### src/rtl/tsd_pkg.sv
// Package for the trigger settle delay timer
package tsd_pkg;

    // ==================== Clock
    localparam int unsigned TSD_CLK_HZ       = 50_000_000;
    localparam int unsigned TSD_CYC_PER_MS   = TSD_CLK_HZ / 1000;

    // ==================== Measurement functions
    typedef enum logic [2:0] {
        TSD_FN_DIRECT_VOLTAGE,
        TSD_FN_ALTERNATING_VOLTAGE,
        TSD_FN_DIRECT_PLUS_ALT_VOLTAGE,
        TSD_FN_DIRECT_CURRENT,
        TSD_FN_ALTERNATING_CURRENT,
        TSD_FN_DIRECT_PLUS_ALT_CURRENT,
        TSD_FN_RESISTANCE
    } tsd_func_e;

    // ==================== Converter option
    typedef enum logic [1:0] {
        TSD_CONV_NONE,
        TSD_CONV_FIRST,
        TSD_CONV_SECOND
    } tsd_conv_e;

    // ==================== Settings that select the interval
    typedef struct packed {
        tsd_func_e  func;
        logic [2:0] range;
        logic       filter_in;
        tsd_conv_e  conv;
    } tsd_sel_s;

    // Range codes for voltage and current
    localparam logic [2:0] TSD_RNG_V10   = 3'h2;
    localparam logic [2:0] TSD_RNG_V100  = 3'h3;
    localparam logic [2:0] TSD_RNG_I10MA = 3'h2;
    localparam logic [2:0] TSD_RNG_I100MA= 3'h3;
    localparam logic [2:0] TSD_RNG_I1A   = 3'h4;
    // Resistance ranges
    localparam logic [2:0] TSD_RNG_R1M   = 3'h5;
    localparam logic [2:0] TSD_RNG_R10M  = 3'h6;

    // ==================== Interval times in ms
    localparam int unsigned TSD_MS_FIRST_OUT   = 300;
    localparam int unsigned TSD_MS_FIRST_IN    = 1250;
    localparam int unsigned TSD_MS_SECOND_OUT  = 225;
    localparam int unsigned TSD_MS_SECOND_IN   = 750;
    localparam int unsigned TSD_MS_RANGE_CHG   = 25;
    localparam int unsigned TSD_MS_DIRECT_VOLTAGE_OUT      = 5;
    localparam int unsigned TSD_MS_DIRECT_VOLTAGE_IN       = 500;
    localparam int unsigned TSD_MS_DIRECT_CURRENT_LO_OUT   = 5;
    localparam int unsigned TSD_MS_DIRECT_CURRENT_10M_OUT  = 10;
    localparam int unsigned TSD_MS_DIRECT_CURRENT_100M_OUT = 20;
    localparam int unsigned TSD_MS_DIRECT_CURRENT_1A_OUT   = 25;
    localparam int unsigned TSD_MS_DIRECT_CURRENT_IN       = 500;
    localparam int unsigned TSD_MS_RES_LO_OUT  = 5;
    localparam int unsigned TSD_MS_RES_1M_OUT  = 15;
    localparam int unsigned TSD_MS_RES_10M_OUT = 150;
    localparam int unsigned TSD_MS_RES_LO_IN   = 500;
    localparam int unsigned TSD_MS_RES_1M_IN   = 600;
    localparam int unsigned TSD_MS_RES_10M_IN  = 1250;

    localparam int unsigned TSD_MS_W = 11;

endpackage : tsd_pkg

### src/rtl/tsd_trigger_settle_delay.sv
// Trigger settle delay timer: holds off the measurement start after a trigger
`timescale 1ns/1ps
module tsd_trigger_settle_delay
    import tsd_pkg::*;
#(
    parameter int unsigned CYC_PER_MS = TSD_CYC_PER_MS
)(
    input  wire logic     i_clk,
    input  wire logic     i_rst,
    input  wire logic     i_ce,
    input  wire logic     i_trig,
    input  wire tsd_sel_s i_sel,
    output logic          o_busy,
    output logic          o_start
);

    // ==================== Parameter check
    if (CYC_PER_MS < 1 || CYC_PER_MS > 65535) begin : g_bad_cyc_per_ms
        $error("CYC_PER_MS must lie between 1 and 65535");
    end

    // ==================== Decode helpers
    function automatic logic volt_func(input tsd_func_e fn);
        return (fn == TSD_FN_DIRECT_VOLTAGE) || (fn == TSD_FN_ALTERNATING_VOLTAGE)
            || (fn == TSD_FN_DIRECT_PLUS_ALT_VOLTAGE);
    endfunction : volt_func

    function automatic logic volt_step(input logic [2:0] from_rng, input logic [2:0] to_rng);
        return ((from_rng == TSD_RNG_V10) && (to_rng == TSD_RNG_V100))
            || ((from_rng == TSD_RNG_V100) && (to_rng == TSD_RNG_V10));
    endfunction : volt_step

    // ==================== Trigger input synchroniser
    logic trig_s1;
    logic trig_s2;
    logic trig_s3;
    always_ff @(posedge i_clk or posedge i_rst) begin
        if (i_rst) begin
            trig_s1 <= 1'b0;
            trig_s2 <= 1'b0;
            trig_s3 <= 1'b0;
        end else if (i_ce) begin
            trig_s1 <= i_trig;
            trig_s2 <= trig_s1;
            trig_s3 <= trig_s2;
        end
    end
    logic trig_pulse;
    assign trig_pulse = trig_s2 && !trig_s3;

    // ==================== Interval lookup
    logic [TSD_MS_W-1:0] table_ms;
    tsd_delay_table u_table (
        .i_sel (i_sel),
        .o_ms  (table_ms)
    );

    // ==================== Range change detect
    logic [2:0] last_range;
    logic       range_add;
    logic       is_volt;
    logic       range_step;
    assign is_volt    = volt_func(i_sel.func);
    assign range_step = is_volt && volt_step(last_range, i_sel.range);

    always_ff @(posedge i_clk or posedge i_rst) begin
        if (i_rst) begin
            last_range <= 3'h0;
        end else if (i_ce) begin
            last_range <= i_sel.range;
        end
    end

    always_ff @(posedge i_clk or posedge i_rst) begin
        if (i_rst) begin
            range_add <= 1'b0;
        end else if (i_ce) begin
            if (range_step) begin
                range_add <= 1'b1;
            end else if (trig_pulse && !o_busy) begin
                range_add <= 1'b0;
            end
        end
    end

    // ==================== Settle timer
    logic [TSD_MS_W:0] ms_left;
    logic [15:0]       cyc_cnt;
    logic [TSD_MS_W:0] next_ms;
    logic              ms_tick;
    logic              expire;
    assign next_ms = {1'b0, table_ms} + (range_add ? (TSD_MS_W+1)'(TSD_MS_RANGE_CHG) : '0);
    assign ms_tick = o_busy && (cyc_cnt == 16'h0000);
    assign expire  = ms_tick && (ms_left <= (TSD_MS_W+1)'(1));

    always_ff @(posedge i_clk or posedge i_rst) begin
        if (i_rst) begin
            cyc_cnt <= '0;
        end else if (i_ce) begin
            if (trig_pulse || (ms_tick && !expire)) begin
                cyc_cnt <= 16'(CYC_PER_MS - 1);
            end else if (o_busy && (cyc_cnt != 16'h0000)) begin
                cyc_cnt <= cyc_cnt - 16'h0001;
            end
        end
    end

    always_ff @(posedge i_clk or posedge i_rst) begin
        if (i_rst) begin
            ms_left <= '0;
        end else if (i_ce) begin
            if (trig_pulse) begin
                ms_left <= next_ms;
            end else if (ms_tick && !expire) begin
                ms_left <= ms_left - (TSD_MS_W+1)'(1);
            end
        end
    end

    always_ff @(posedge i_clk or posedge i_rst) begin
        if (i_rst) begin
            o_busy  <= 1'b0;
            o_start <= 1'b0;
        end else if (i_ce) begin
            if (trig_pulse) begin
                o_busy <= 1'b1;
            end else if (expire) begin
                o_busy <= 1'b0;
            end
            o_start <= expire && !trig_pulse;
        end
    end

    // ==================== Settle length watch for the checks
    logic [TSD_MS_W:0] loaded_ms;
    logic [31:0]       settle_cyc;
    always_ff @(posedge i_clk or posedge i_rst) begin
        if (i_rst) begin
            loaded_ms  <= '0;
            settle_cyc <= '0;
        end else if (i_ce) begin
            if (trig_pulse) begin
                loaded_ms  <= next_ms;
                settle_cyc <= '0;
            end else if (o_busy) begin
                settle_cyc <= settle_cyc + 32'h0000_0001;
            end
        end
    end

    // ==================== Checks
    AST_NO_START_IDLE: assert property (@(posedge i_clk) disable iff (i_rst)
        (o_start && $past(i_ce)) |-> $past(o_busy))
        else $error("start without settle");

    AST_TRIG_BUSY: assert property (@(posedge i_clk) disable iff (i_rst)
        (i_ce && trig_pulse) |=> o_busy && !o_start)
        else $error("trigger did not start timer");

    AST_START_PULSE: assert property (@(posedge i_clk) disable iff (i_rst)
        (o_start && i_ce) |=> !o_start)
        else $error("start not single cycle");

    AST_FIRST_OUT: assert property (@(posedge i_clk) disable iff (i_rst)
        (i_sel.conv == TSD_CONV_FIRST && i_sel.func == TSD_FN_ALTERNATING_VOLTAGE && !i_sel.filter_in)
        |-> table_ms == TSD_MS_W'(300)) else $error("first option filter out not 300");

    AST_FIRST_IN: assert property (@(posedge i_clk) disable iff (i_rst)
        (i_sel.conv == TSD_CONV_FIRST && i_sel.func == TSD_FN_DIRECT_PLUS_ALT_VOLTAGE && i_sel.filter_in)
        |-> table_ms == TSD_MS_W'(1250)) else $error("first option filter in not 1250");

    AST_SECOND: assert property (@(posedge i_clk) disable iff (i_rst)
        (i_sel.conv == TSD_CONV_SECOND && i_sel.func == TSD_FN_ALTERNATING_CURRENT)
        |-> table_ms == (i_sel.filter_in ? TSD_MS_W'(750) : TSD_MS_W'(225))) else $error("second option wrong");

    AST_SECOND_VOLT: assert property (@(posedge i_clk) disable iff (i_rst)
        (i_sel.conv == TSD_CONV_SECOND && i_sel.func == TSD_FN_ALTERNATING_VOLTAGE)
        |-> table_ms == (i_sel.filter_in ? TSD_MS_W'(750) : TSD_MS_W'(225))) else $error("second option volt wrong");

    AST_DIRECT_VOLTAGE: assert property (@(posedge i_clk) disable iff (i_rst)
        (i_sel.func == TSD_FN_DIRECT_VOLTAGE) |-> table_ms == (i_sel.filter_in ? TSD_MS_W'(500) : TSD_MS_W'(5)))
        else $error("direct voltage interval wrong");

    AST_DIRECT_CURRENT_IN: assert property (@(posedge i_clk) disable iff (i_rst)
        (i_sel.func == TSD_FN_DIRECT_CURRENT && i_sel.filter_in) |-> table_ms == TSD_MS_W'(500))
        else $error("direct current filter in interval wrong");

    AST_RES_TOP: assert property (@(posedge i_clk) disable iff (i_rst)
        (i_sel.func == TSD_FN_RESISTANCE && i_sel.range == TSD_RNG_R10M)
        |-> table_ms == (i_sel.filter_in ? TSD_MS_W'(1250) : TSD_MS_W'(150))) else $error("top resistance wrong");

    AST_RANGE_SET: assert property (@(posedge i_clk) disable iff (i_rst)
        (i_ce && range_step) |=> range_add)
        else $error("range step not remembered");

    AST_RANGE_ADD: assert property (@(posedge i_clk) disable iff (i_rst)
        (i_ce && trig_pulse && range_add) |=> ms_left == {1'b0, $past(table_ms)} + 12'h019)
        else $error("range change not added");

    AST_NO_ADD: assert property (@(posedge i_clk) disable iff (i_rst)
        (i_ce && trig_pulse && !range_add) |=> ms_left == {1'b0, $past(table_ms)})
        else $error("interval differs from table");

    AST_LOAD: assert property (@(posedge i_clk) disable iff (i_rst)
        (i_ce && trig_pulse) |=> ms_left == $past(next_ms))
        else $error("interval not loaded");

    AST_SETTLE_LEN: assert property (@(posedge i_clk) disable iff (i_rst)
        (o_start && $past(i_ce)) |-> settle_cyc == 32'(loaded_ms) * 32'(CYC_PER_MS))
        else $error("settle length differs from loaded interval");

    AST_BUSY_FALL: assert property (@(posedge i_clk) disable iff (i_rst)
        $fell(o_busy) |-> o_start)
        else $error("settle ended without launch");

    AST_CYC_BOUND: assert property (@(posedge i_clk) disable iff (i_rst)
        o_busy |-> cyc_cnt <= 16'(CYC_PER_MS - 1))
        else $error("cycle counter above one millisecond");

    AST_MS_NONZERO: assert property (@(posedge i_clk) disable iff (i_rst)
        o_busy |-> ms_left != '0)
        else $error("busy with no interval left");

    AST_CE_FREEZE: assert property (@(posedge i_clk) disable iff (i_rst)
        !i_ce |=> $stable(o_busy) && $stable(o_start) && $stable(ms_left) && $stable(cyc_cnt) && $stable(range_add))
        else $error("state moved while enable low");

endmodule : tsd_trigger_settle_delay

### src/rtl/tsd_delay_table.sv
// Lookup of settling interval in ms from function, range, filter and option
`timescale 1ns/1ps
module tsd_delay_table
    import tsd_pkg::*;
(
    input  wire tsd_sel_s              i_sel,
    output logic [TSD_MS_W-1:0]        o_ms
);

    function automatic logic [TSD_MS_W-1:0] ms(input int unsigned v);
        return TSD_MS_W'(v);
    endfunction : ms

    // ==================== Table
    always_comb begin
        o_ms = ms(TSD_MS_DIRECT_VOLTAGE_OUT);
        case (i_sel.func)
            TSD_FN_ALTERNATING_VOLTAGE, TSD_FN_DIRECT_PLUS_ALT_VOLTAGE,
            TSD_FN_ALTERNATING_CURRENT, TSD_FN_DIRECT_PLUS_ALT_CURRENT: begin
                if (i_sel.conv == TSD_CONV_SECOND) begin
                    o_ms = i_sel.filter_in ? ms(TSD_MS_SECOND_IN) : ms(TSD_MS_SECOND_OUT);
                end else begin
                    o_ms = i_sel.filter_in ? ms(TSD_MS_FIRST_IN) : ms(TSD_MS_FIRST_OUT);
                end
            end
            TSD_FN_DIRECT_CURRENT: begin
                if (i_sel.filter_in) begin
                    o_ms = ms(TSD_MS_DIRECT_CURRENT_IN);
                end else begin
                    case (i_sel.range)
                        TSD_RNG_I10MA:  o_ms = ms(TSD_MS_DIRECT_CURRENT_10M_OUT);
                        TSD_RNG_I100MA: o_ms = ms(TSD_MS_DIRECT_CURRENT_100M_OUT);
                        TSD_RNG_I1A:    o_ms = ms(TSD_MS_DIRECT_CURRENT_1A_OUT);
                        default:        o_ms = ms(TSD_MS_DIRECT_CURRENT_LO_OUT);
                    endcase
                end
            end
            TSD_FN_RESISTANCE: begin
                case (i_sel.range)
                    TSD_RNG_R1M:  o_ms = i_sel.filter_in ? ms(TSD_MS_RES_1M_IN) : ms(TSD_MS_RES_1M_OUT);
                    TSD_RNG_R10M: o_ms = i_sel.filter_in ? ms(TSD_MS_RES_10M_IN) : ms(TSD_MS_RES_10M_OUT);
                    default:      o_ms = i_sel.filter_in ? ms(TSD_MS_RES_LO_IN) : ms(TSD_MS_RES_LO_OUT);
                endcase
            end
            default: begin
                o_ms = i_sel.filter_in ? ms(TSD_MS_DIRECT_VOLTAGE_IN) : ms(TSD_MS_DIRECT_VOLTAGE_OUT);
            end
        endcase
    end

endmodule : tsd_delay_table

### config.mk
export PLATFORM = sky130hd
export DESIGN_NAME = tsd_trigger_settle_delay
export DESIGN_NICKNAME = d
export VERILOG_FILES = /design/src/rtl/tsd_pkg.sv /design/src/rtl/tsd_trigger_settle_delay.sv /design/src/rtl/tsd_delay_table.sv
export SDC_FILE = /design/constraint.sdc
export NUM_CORES = 1
export LEC_CHECK = 0
export BUFFER_PORTS_ARGS = -buffer_cell sky130_fd_sc_hd__buf_2
export CAP_MARGIN = 20
export CELL_PAD_IN_SITES_DETAIL_PLACEMENT = 2
export CELL_PAD_IN_SITES_GLOBAL_PLACEMENT = 2
export CORE_ASPECT_RATIO = 0.5
export CORE_MARGIN = 4
export CORE_UTILIZATION = 30
export CTS_BUF_LIST = sky130_fd_sc_hd__clkbuf_8
export DETAILED_ROUTE_END_ITERATION = 7
export GPL_ROUTABILITY_DRIVEN = 0
export GPL_TIMING_DRIVEN = 1
export PLACE_DENSITY = 0.68
export SLEW_MARGIN = 30
export SYNTH_ARGS = -nofsm -noshare
export SYNTH_HDL_FRONTEND = slang
export SYNTH_SLANG_ARGS = --single-unit
### constraint.sdc
create_clock -name i_clk -period 2.42 [get_ports i_clk]
set_input_delay 0.726 -clock i_clk [delete_from_list [all_inputs] [get_ports i_clk]]
set_output_delay 0.726 -clock i_clk [all_outputs]
set_load 0.01 [all_outputs]
==> results of run 1 <==
worst max-delay path: cells and delay by family:
kind                       cells  cell delay [ns]
adders and majority gates      2             0.41
and+or+nand+nor                5             0.69
AOI/OAI and AO/OA              3             0.76
buffers and inverters          5             0.52
state kept, by name, indices dropped and copies added (netlist names):
signal      flops
cyc_cnt        16
last_range      3
ms_left        12
o_busy          1
o_start         1
range_add       1
trig_s1         1
trig_s2         1
trig_s3         1
cells by family (layout without fill, tap and decap cells):
kind of cell,after synthesis,after routing,share of synthesized area [%]
mux,9,9,3.430
xor+xnor,23,23,7.080
simple gates,147,147,27.26
flops,37,37,32.54
compound gates,87,87,19.83
buf+inv,31,112,4.573
fa+ha+maj,12,12,5.277
power breakdown:
| group | switching (mW) | internal (mW) | leakage [nW] |
|---|---|---|---|
| sequential | 0.163 | 0.737 | 0.429 |
| clock | 0.268 | 0.231 | 0.0512 |
| combinational | 0.585 | 0.479 | 1.17 |
| total | 1.02 | 1.45 | 1.65 |
cell type report:
| class | count | area, sq um | area share, % |
|---|---|---|---|
| clock buffers | 6 | 82.58 | 2.023 |
| clock inverters | 2 | 13.76 | 0.3371 |
| inverters | 13 | 56.30 | 1.379 |
| multi-input cells | 278 | 2111 | 51.70 |
| flip-flops and latches | 37 | 925.9 | 22.68 |
| well taps | 117 | 146.4 | 3.586 |
| repair buffers | 91 | 747.0 | 18.30 |
worst max path at each step:
stage / depth (start not counted) / startpoint / slack (ns) / end
final: 15 / i_sel[1] / -0.46 / ms_left[9]
after CTS: 10 / i_sel[7] / -0.27 / ms_left[8]
after detailed placement: 14 / i_sel[6] / -0.83 / ms_left[5]
after floorplan: 12 / i_sel[2] / -0.51 / ms_left[10]
after global placement: 14 / i_sel[6] / -0.66 / ms_left[5]
after global routing: 13 / i_sel[8] / -0.53 / ms_left[6]
layer usage:
layer	GRT usage [%]	vias up	wire length [um]
met2	39.09	56	6601
met1	23.37	1593	5568
met3	2.709	27	242
met5	0	-	0
met4	6.061	0	376
li1	-	1418	-
cell usage in the layout (no fill, tap or decap), types with 5 or more instances in the layout:
| cell | count |
|---|---|
| nand2_1 | 38 |
| buf_6 | 9 |
| ha_1 | 6 |
| o211ai_1 | 9 |
| inv_1 | 10 |
| nor4_1 | 8 |
| nand2b_1 | 7 |
| clkbuf_8 | 6 |
| buf_2 | 8 |
| buf_4 | 69 |
| a21oi_1 | 19 |
| mux2_2 | 5 |
| xnor2_1 | 6 |
| nand3_1 | 9 |
| xor2_2 | 5 |
| xor2_1 | 11 |
| dfrtp_1 | 37 |
| nand4_1 | 6 |
| nor3_1 | 10 |
| nor2_1 | 27 |
| o21ai_0 | 18 |
synth_stat cells (all sizes together) (7+ instances only):
master / count / share of area [%]
o211ai: 9 / 2.4
ha: 12 / 5.3
nor3: 13 / 2.5
xor2: 16 / 4.9
a21oi: 24 / 4.2
nand2: 38 / 5.0
o21ai: 23 / 4.0
nor2: 28 / 3.7
nand3: 11 / 1.9
nand2b: 10 / 2.2
clkbuf: 12 / 1.6
dfrtp: 37 / 33
xnor2: 7 / 2.2
inv: 13 / 1.7
nor4: 10 / 2.4
repair_timing:
| action | CTS | global route |
|---|---|---|
| cloned | 0 | 1 |
| setup buffers | 3 | 11 |
| endpoints found under the setup margin | 10 | 13 |
| pin swaps | 19 | 29 |
| resized for setup | 29 | 40 |
==> results.md, run 1 <==
- Core ar.: 8979 sq um
- Syn Inst Count: 346
- Max Slew Vio Count: 0
- CTS tree: done
- # setup viols final: 10
- Reg-to-Reg Start: ms_left[0]
- H-tree depth: 2
- Unique masters post-synth: 56
- R2R setup slack: 0.10 ns
- RSZ-0062 raised after global routing: true
- Placed Area: 3550 sq um
- Final #Nets: 451
- Critical Path, Cell by Cell: buf_2 -> nand2b_4 -> inv_1 -> ha_2 -> nand2b_1 -> nand3_1 -> o221ai_2 -> ha_2 -> buf_6 -> buf_6 -> buf_6 -> and3_4 -> a31o_4 -> a311o_1 -> nor2_1
- Pin count of the biggest net entering global routing: 21
- Number of synthesized flops with an enable pin: 0
- Pre-CTS WS: -0.8286 ns
- Min setup slack post-route: -0.4623 ns
- Setup CP Type: input port to flip-flop
- Clk Latency, worst-skew pair: 0.32 ns
- Final Cycle Share: 119.1%
- Final Hold Slack: 0.4436 ns
- Hpwl dp: 7912 um
- CP Capture Type: flip-flop
- TNS Setup: -2.459 ns
- CP Data Required Time: 2.65 ns
- Finished Core Util: 45.47%
- Worst rel slew slack: 62.38%
- Mapped Nets: 371
- Initial antenna violation count: 0
- I/O pins: 15
- Yosys warnings: 0
- Post-DRT Antenna Nets: 0
- Layout cell share with drive strength beyond 1: 37.00%
- Fin crit period: 2.882 ns
- Worst R2R Path Depth: 9
- Worst Setup Start Kind: input port
- Vias: 3,094
- Setup Skew: 0.01306 ns
- Post-synthesis sequential area ratio: 32.54%
- CTS sink count: 37
- VDD IR max: 0.1858 mV
- Max Root-Sink Buffers: 2
- FMAX: 346.9 MHz
- DRT Pass-1 Iters: 4
- Final instance area: 4083 sq um
- PwrDens: 603.4 nW/um^2
- Hold Vio Cnt, Final: 0
- Fill cell count: 967
- RR Endpoint: cyc_cnt[1]
- Clk pin slew, worst setup/hold paths: 0.09 ns
- Critical path fanouts, max: 5
- Hold-fix buffers, CTS: 0
- Synth Cell Area: 2845 sq um
- Syn Area/Cell: 8.223 sq um
- Max incr delay on CP: 0.39 ns
- GR Overflow Total: 0
- Die area: 11,200 sq um
- Vias per cell: 5.688
- Hold Path Class: input port to asynchronous set/reset pin
- Worst path most repeated cell: buf_6
- Failing checks: negative setup slack
- Number of core rows: 24
- Vias in the first global route: 3,354
- Worst Tran Pin Value: 0.5643 ns
- Max Cap Violations: 0
- Diode count: 0
- Top FF cell, synth: dfrtp_1
- Die Wd: 145.7 um
- Slowest-stage cell, CP: a311o_1
- PortBufs: 14
- GRT Total Usage: 20.26%
- WP data arrival: 3.11 ns
- Die height: 76.87 um
- Yosys reg bits: 37
- Initial Util: 31.69%
- WL per Instance: 23.51 um
- CTS buffer count: 5
- CTS root buf: clkbuf_8
- Leakage: 1.651 nW
- Initial drt markers: 146
- Layout Area Growth over Synthesis: 43.49%
- Status: finished with violations
- Asr flop ratio synth: 100.0%
- Overall power: 2.463 mW
- Routed Wire Length: 12,790 um
- Layout Cells excl Fill: 544
- DRC: 0
- Global-route wire length before repair: 18,150 um
- DP Cell Count: 523
Power figures use the tool's default switching activity.
==> run 2, diff against run 1 <==
- ABC_CLOCK_PERIOD_IN_PS: not set -> 2420
- REMOVE_ABC_BUFFERS: not set -> 1
==> results.md, run 2 (synthesis results as in run 1) <==
- Die area: 11,200 sq um
- Metal2 WL: 6653 um
- Min setup slack post-route: -0.4346 ns
- Post-DRT Antenna Nets: 0
- WL per Instance: 24.75 um
- Clk Latency, worst-skew pair: 0.31 ns
- DP Cell Count: 525
- Worst Setup Start Kind: input port
- Global-route wire length before repair: 19,150 um
- H-tree depth: 2
- CTS sink count: 37
- DRC: 0
- Layout Area Growth over Synthesis: 41.12%
- Worst Setup SP: i_sel[8]
- Critical path fanouts, max: 9
- Final Cycle Share: 118.0%
- Commonest non-fill, non-tap cell in the layout: buf_4
- CTS root buf: clkbuf_8
- Delay-heaviest family, CP: simple AND/OR/NAND/NOR gates
- Overall power: 2.461 mW
- Slowest-stage cell, CP: mux2_4
- VDD IR max: 0.2050 mV
- Layout Cells excl Fill: 540
- FMAX: 350.3 MHz
- Pre-CTS WS: -0.8790 ns
- Max Root-Sink Buffers: 2
- Max Cap Violations: 0
- RSZ-0062 raised after global routing: true
- Layout cell share with drive strength beyond 1: 36.49%
- # setup viols final: 10
- CTS buffer count: 5
- Final instance area: 4015 sq um
- Setup CP Type: input port to flip-flop
- GRT Total Usage: 21.34%
- Fin crit period: 2.855 ns
- PwrDens: 612.8 nW/um^2
- Final Hold Slack: 0.4432 ns
- Hold Path Class: input port to asynchronous set/reset pin
- Vias per cell: 5.906
- Core ar.: 8979 sq um
- Hold-fix buffers, CTS: 0
- Setup Skew: 0.01492 ns
- Initial drt markers: 175
- Failing checks: negative setup slack
- Max reg flops: 16
- Max Slew Vio Count: 0
- Routed length on met1: 5678 um
- GR Overflow Total: 0
- Finished Core Util: 44.72%
- R2R setup slack: 0.05 ns
- Worst rel slew slack: 64.19%
- Most frequent cells in the layout: 66 x buf_4, 38 x nand2_1, 37 x dfrtp_1, 28 x nor2_1, 20 x a21oi_1
- Bufs and invs on worst path: 1
- Final #Nets: 447
- Vias in the first global route: 3,461
- Worst path most repeated cell: nor3_2
- Initial Util: 31.69%
- Top reg by flops: cyc_cnt
- DRT Pass-1 Iters: 4
- Hold Vio Cnt, Final: 0
- Status: finished with violations
- Critical Path, Cell by Cell: buf_6 -> nand3b_1 -> nand2_1 -> a21oi_1 -> nor2_1 -> mux2i_1 -> o221ai_2 -> ha_2 -> ha_4 -> nand3_4 -> nor3_2 -> a22oi_2 -> mux2_4 -> nor3_2
- Biggest regs: cyc_cnt x16, ms_left x12, last_range x3
- Number of core rows: 24
- Initial antenna violation count: 1
- WP data arrival: 3.07 ns
- Die Wd: 145.7 um
- Hpwl dp: 8217 um
- Routed Wire Length: 13,360 um
- CP Data Required Time: 2.64 ns
- Reg-to-Reg Start: ms_left[0]
- Vias: 3,189
- Leakage: 1.628 nW
- I/O pins: 15
- CTS tree: done
- Worst Tran Pin Value: 0.5336 ns
- PortBufs: 14
- Max incr delay on CP: 0.35 ns
- Pin count of the biggest net entering global routing: 20
- Highest Signal Layer: met4
- Clk pin slew, worst setup/hold paths: 0.09 ns
- Die height: 76.87 um
- Placed Area: 3476 sq um
- Routed wl met3: 534 um
- TNS Setup: -2.686 ns
- CP Capture Type: flip-flop
## run 2: cell type report
class                           count  area, sq um
Sequential cell                    37        925.9
Timing Repair Buffer               87        675.6
Clock inverter                      1        7.507
Fill cell                         959         4964
Tap cell                          117        146.4
Multi-Input combinational cell    278         2126
Antenna cell                        1        2.502
Inverter                           13        48.80
Clock buffer                        6        82.58
## run 2: where the power goes
part / internal (mW) / switching [mW] / leakage, nW
combinational: 0.476 / 0.605 / 1.16
clock: 0.226 / 0.261 / 0.0433
sequential: 0.737 / 0.155 / 0.429
total: 1.44 / 1.02 / 1.63
## run 2: worst paths after layout
kind / end / cells after the start
worst max-delay path: ms_left[10] / 14
worst min-delay path: cyc_cnt[1] / 3
worst max register to register: ms_left[0] / 9
worst min register to register: o_start / 2
max in group asynchronous: ms_left[1] / 3
min in group i_clk: o_start / 2
## run 2: tightest hold or removal path, stage by stage
cell and delay, ns:
buf_2 0.09, inv_1 0.06, buf_4 0.26
## run 2: what timing repair did
item / CTS / global route
gates cloned: 0 / 0
pin swaps: 24 / 18
resized for setup: 43 / 37
setup endpoints to repair: 10 / 14
buffers inserted: 3 / 5
## run 2: layer usage
layer,track usage (%),vias up
met2,39.69,85
li1,-,1406
met5,0,-
met3,3.121,45
met1,25.50,1653
met4,6.629,0
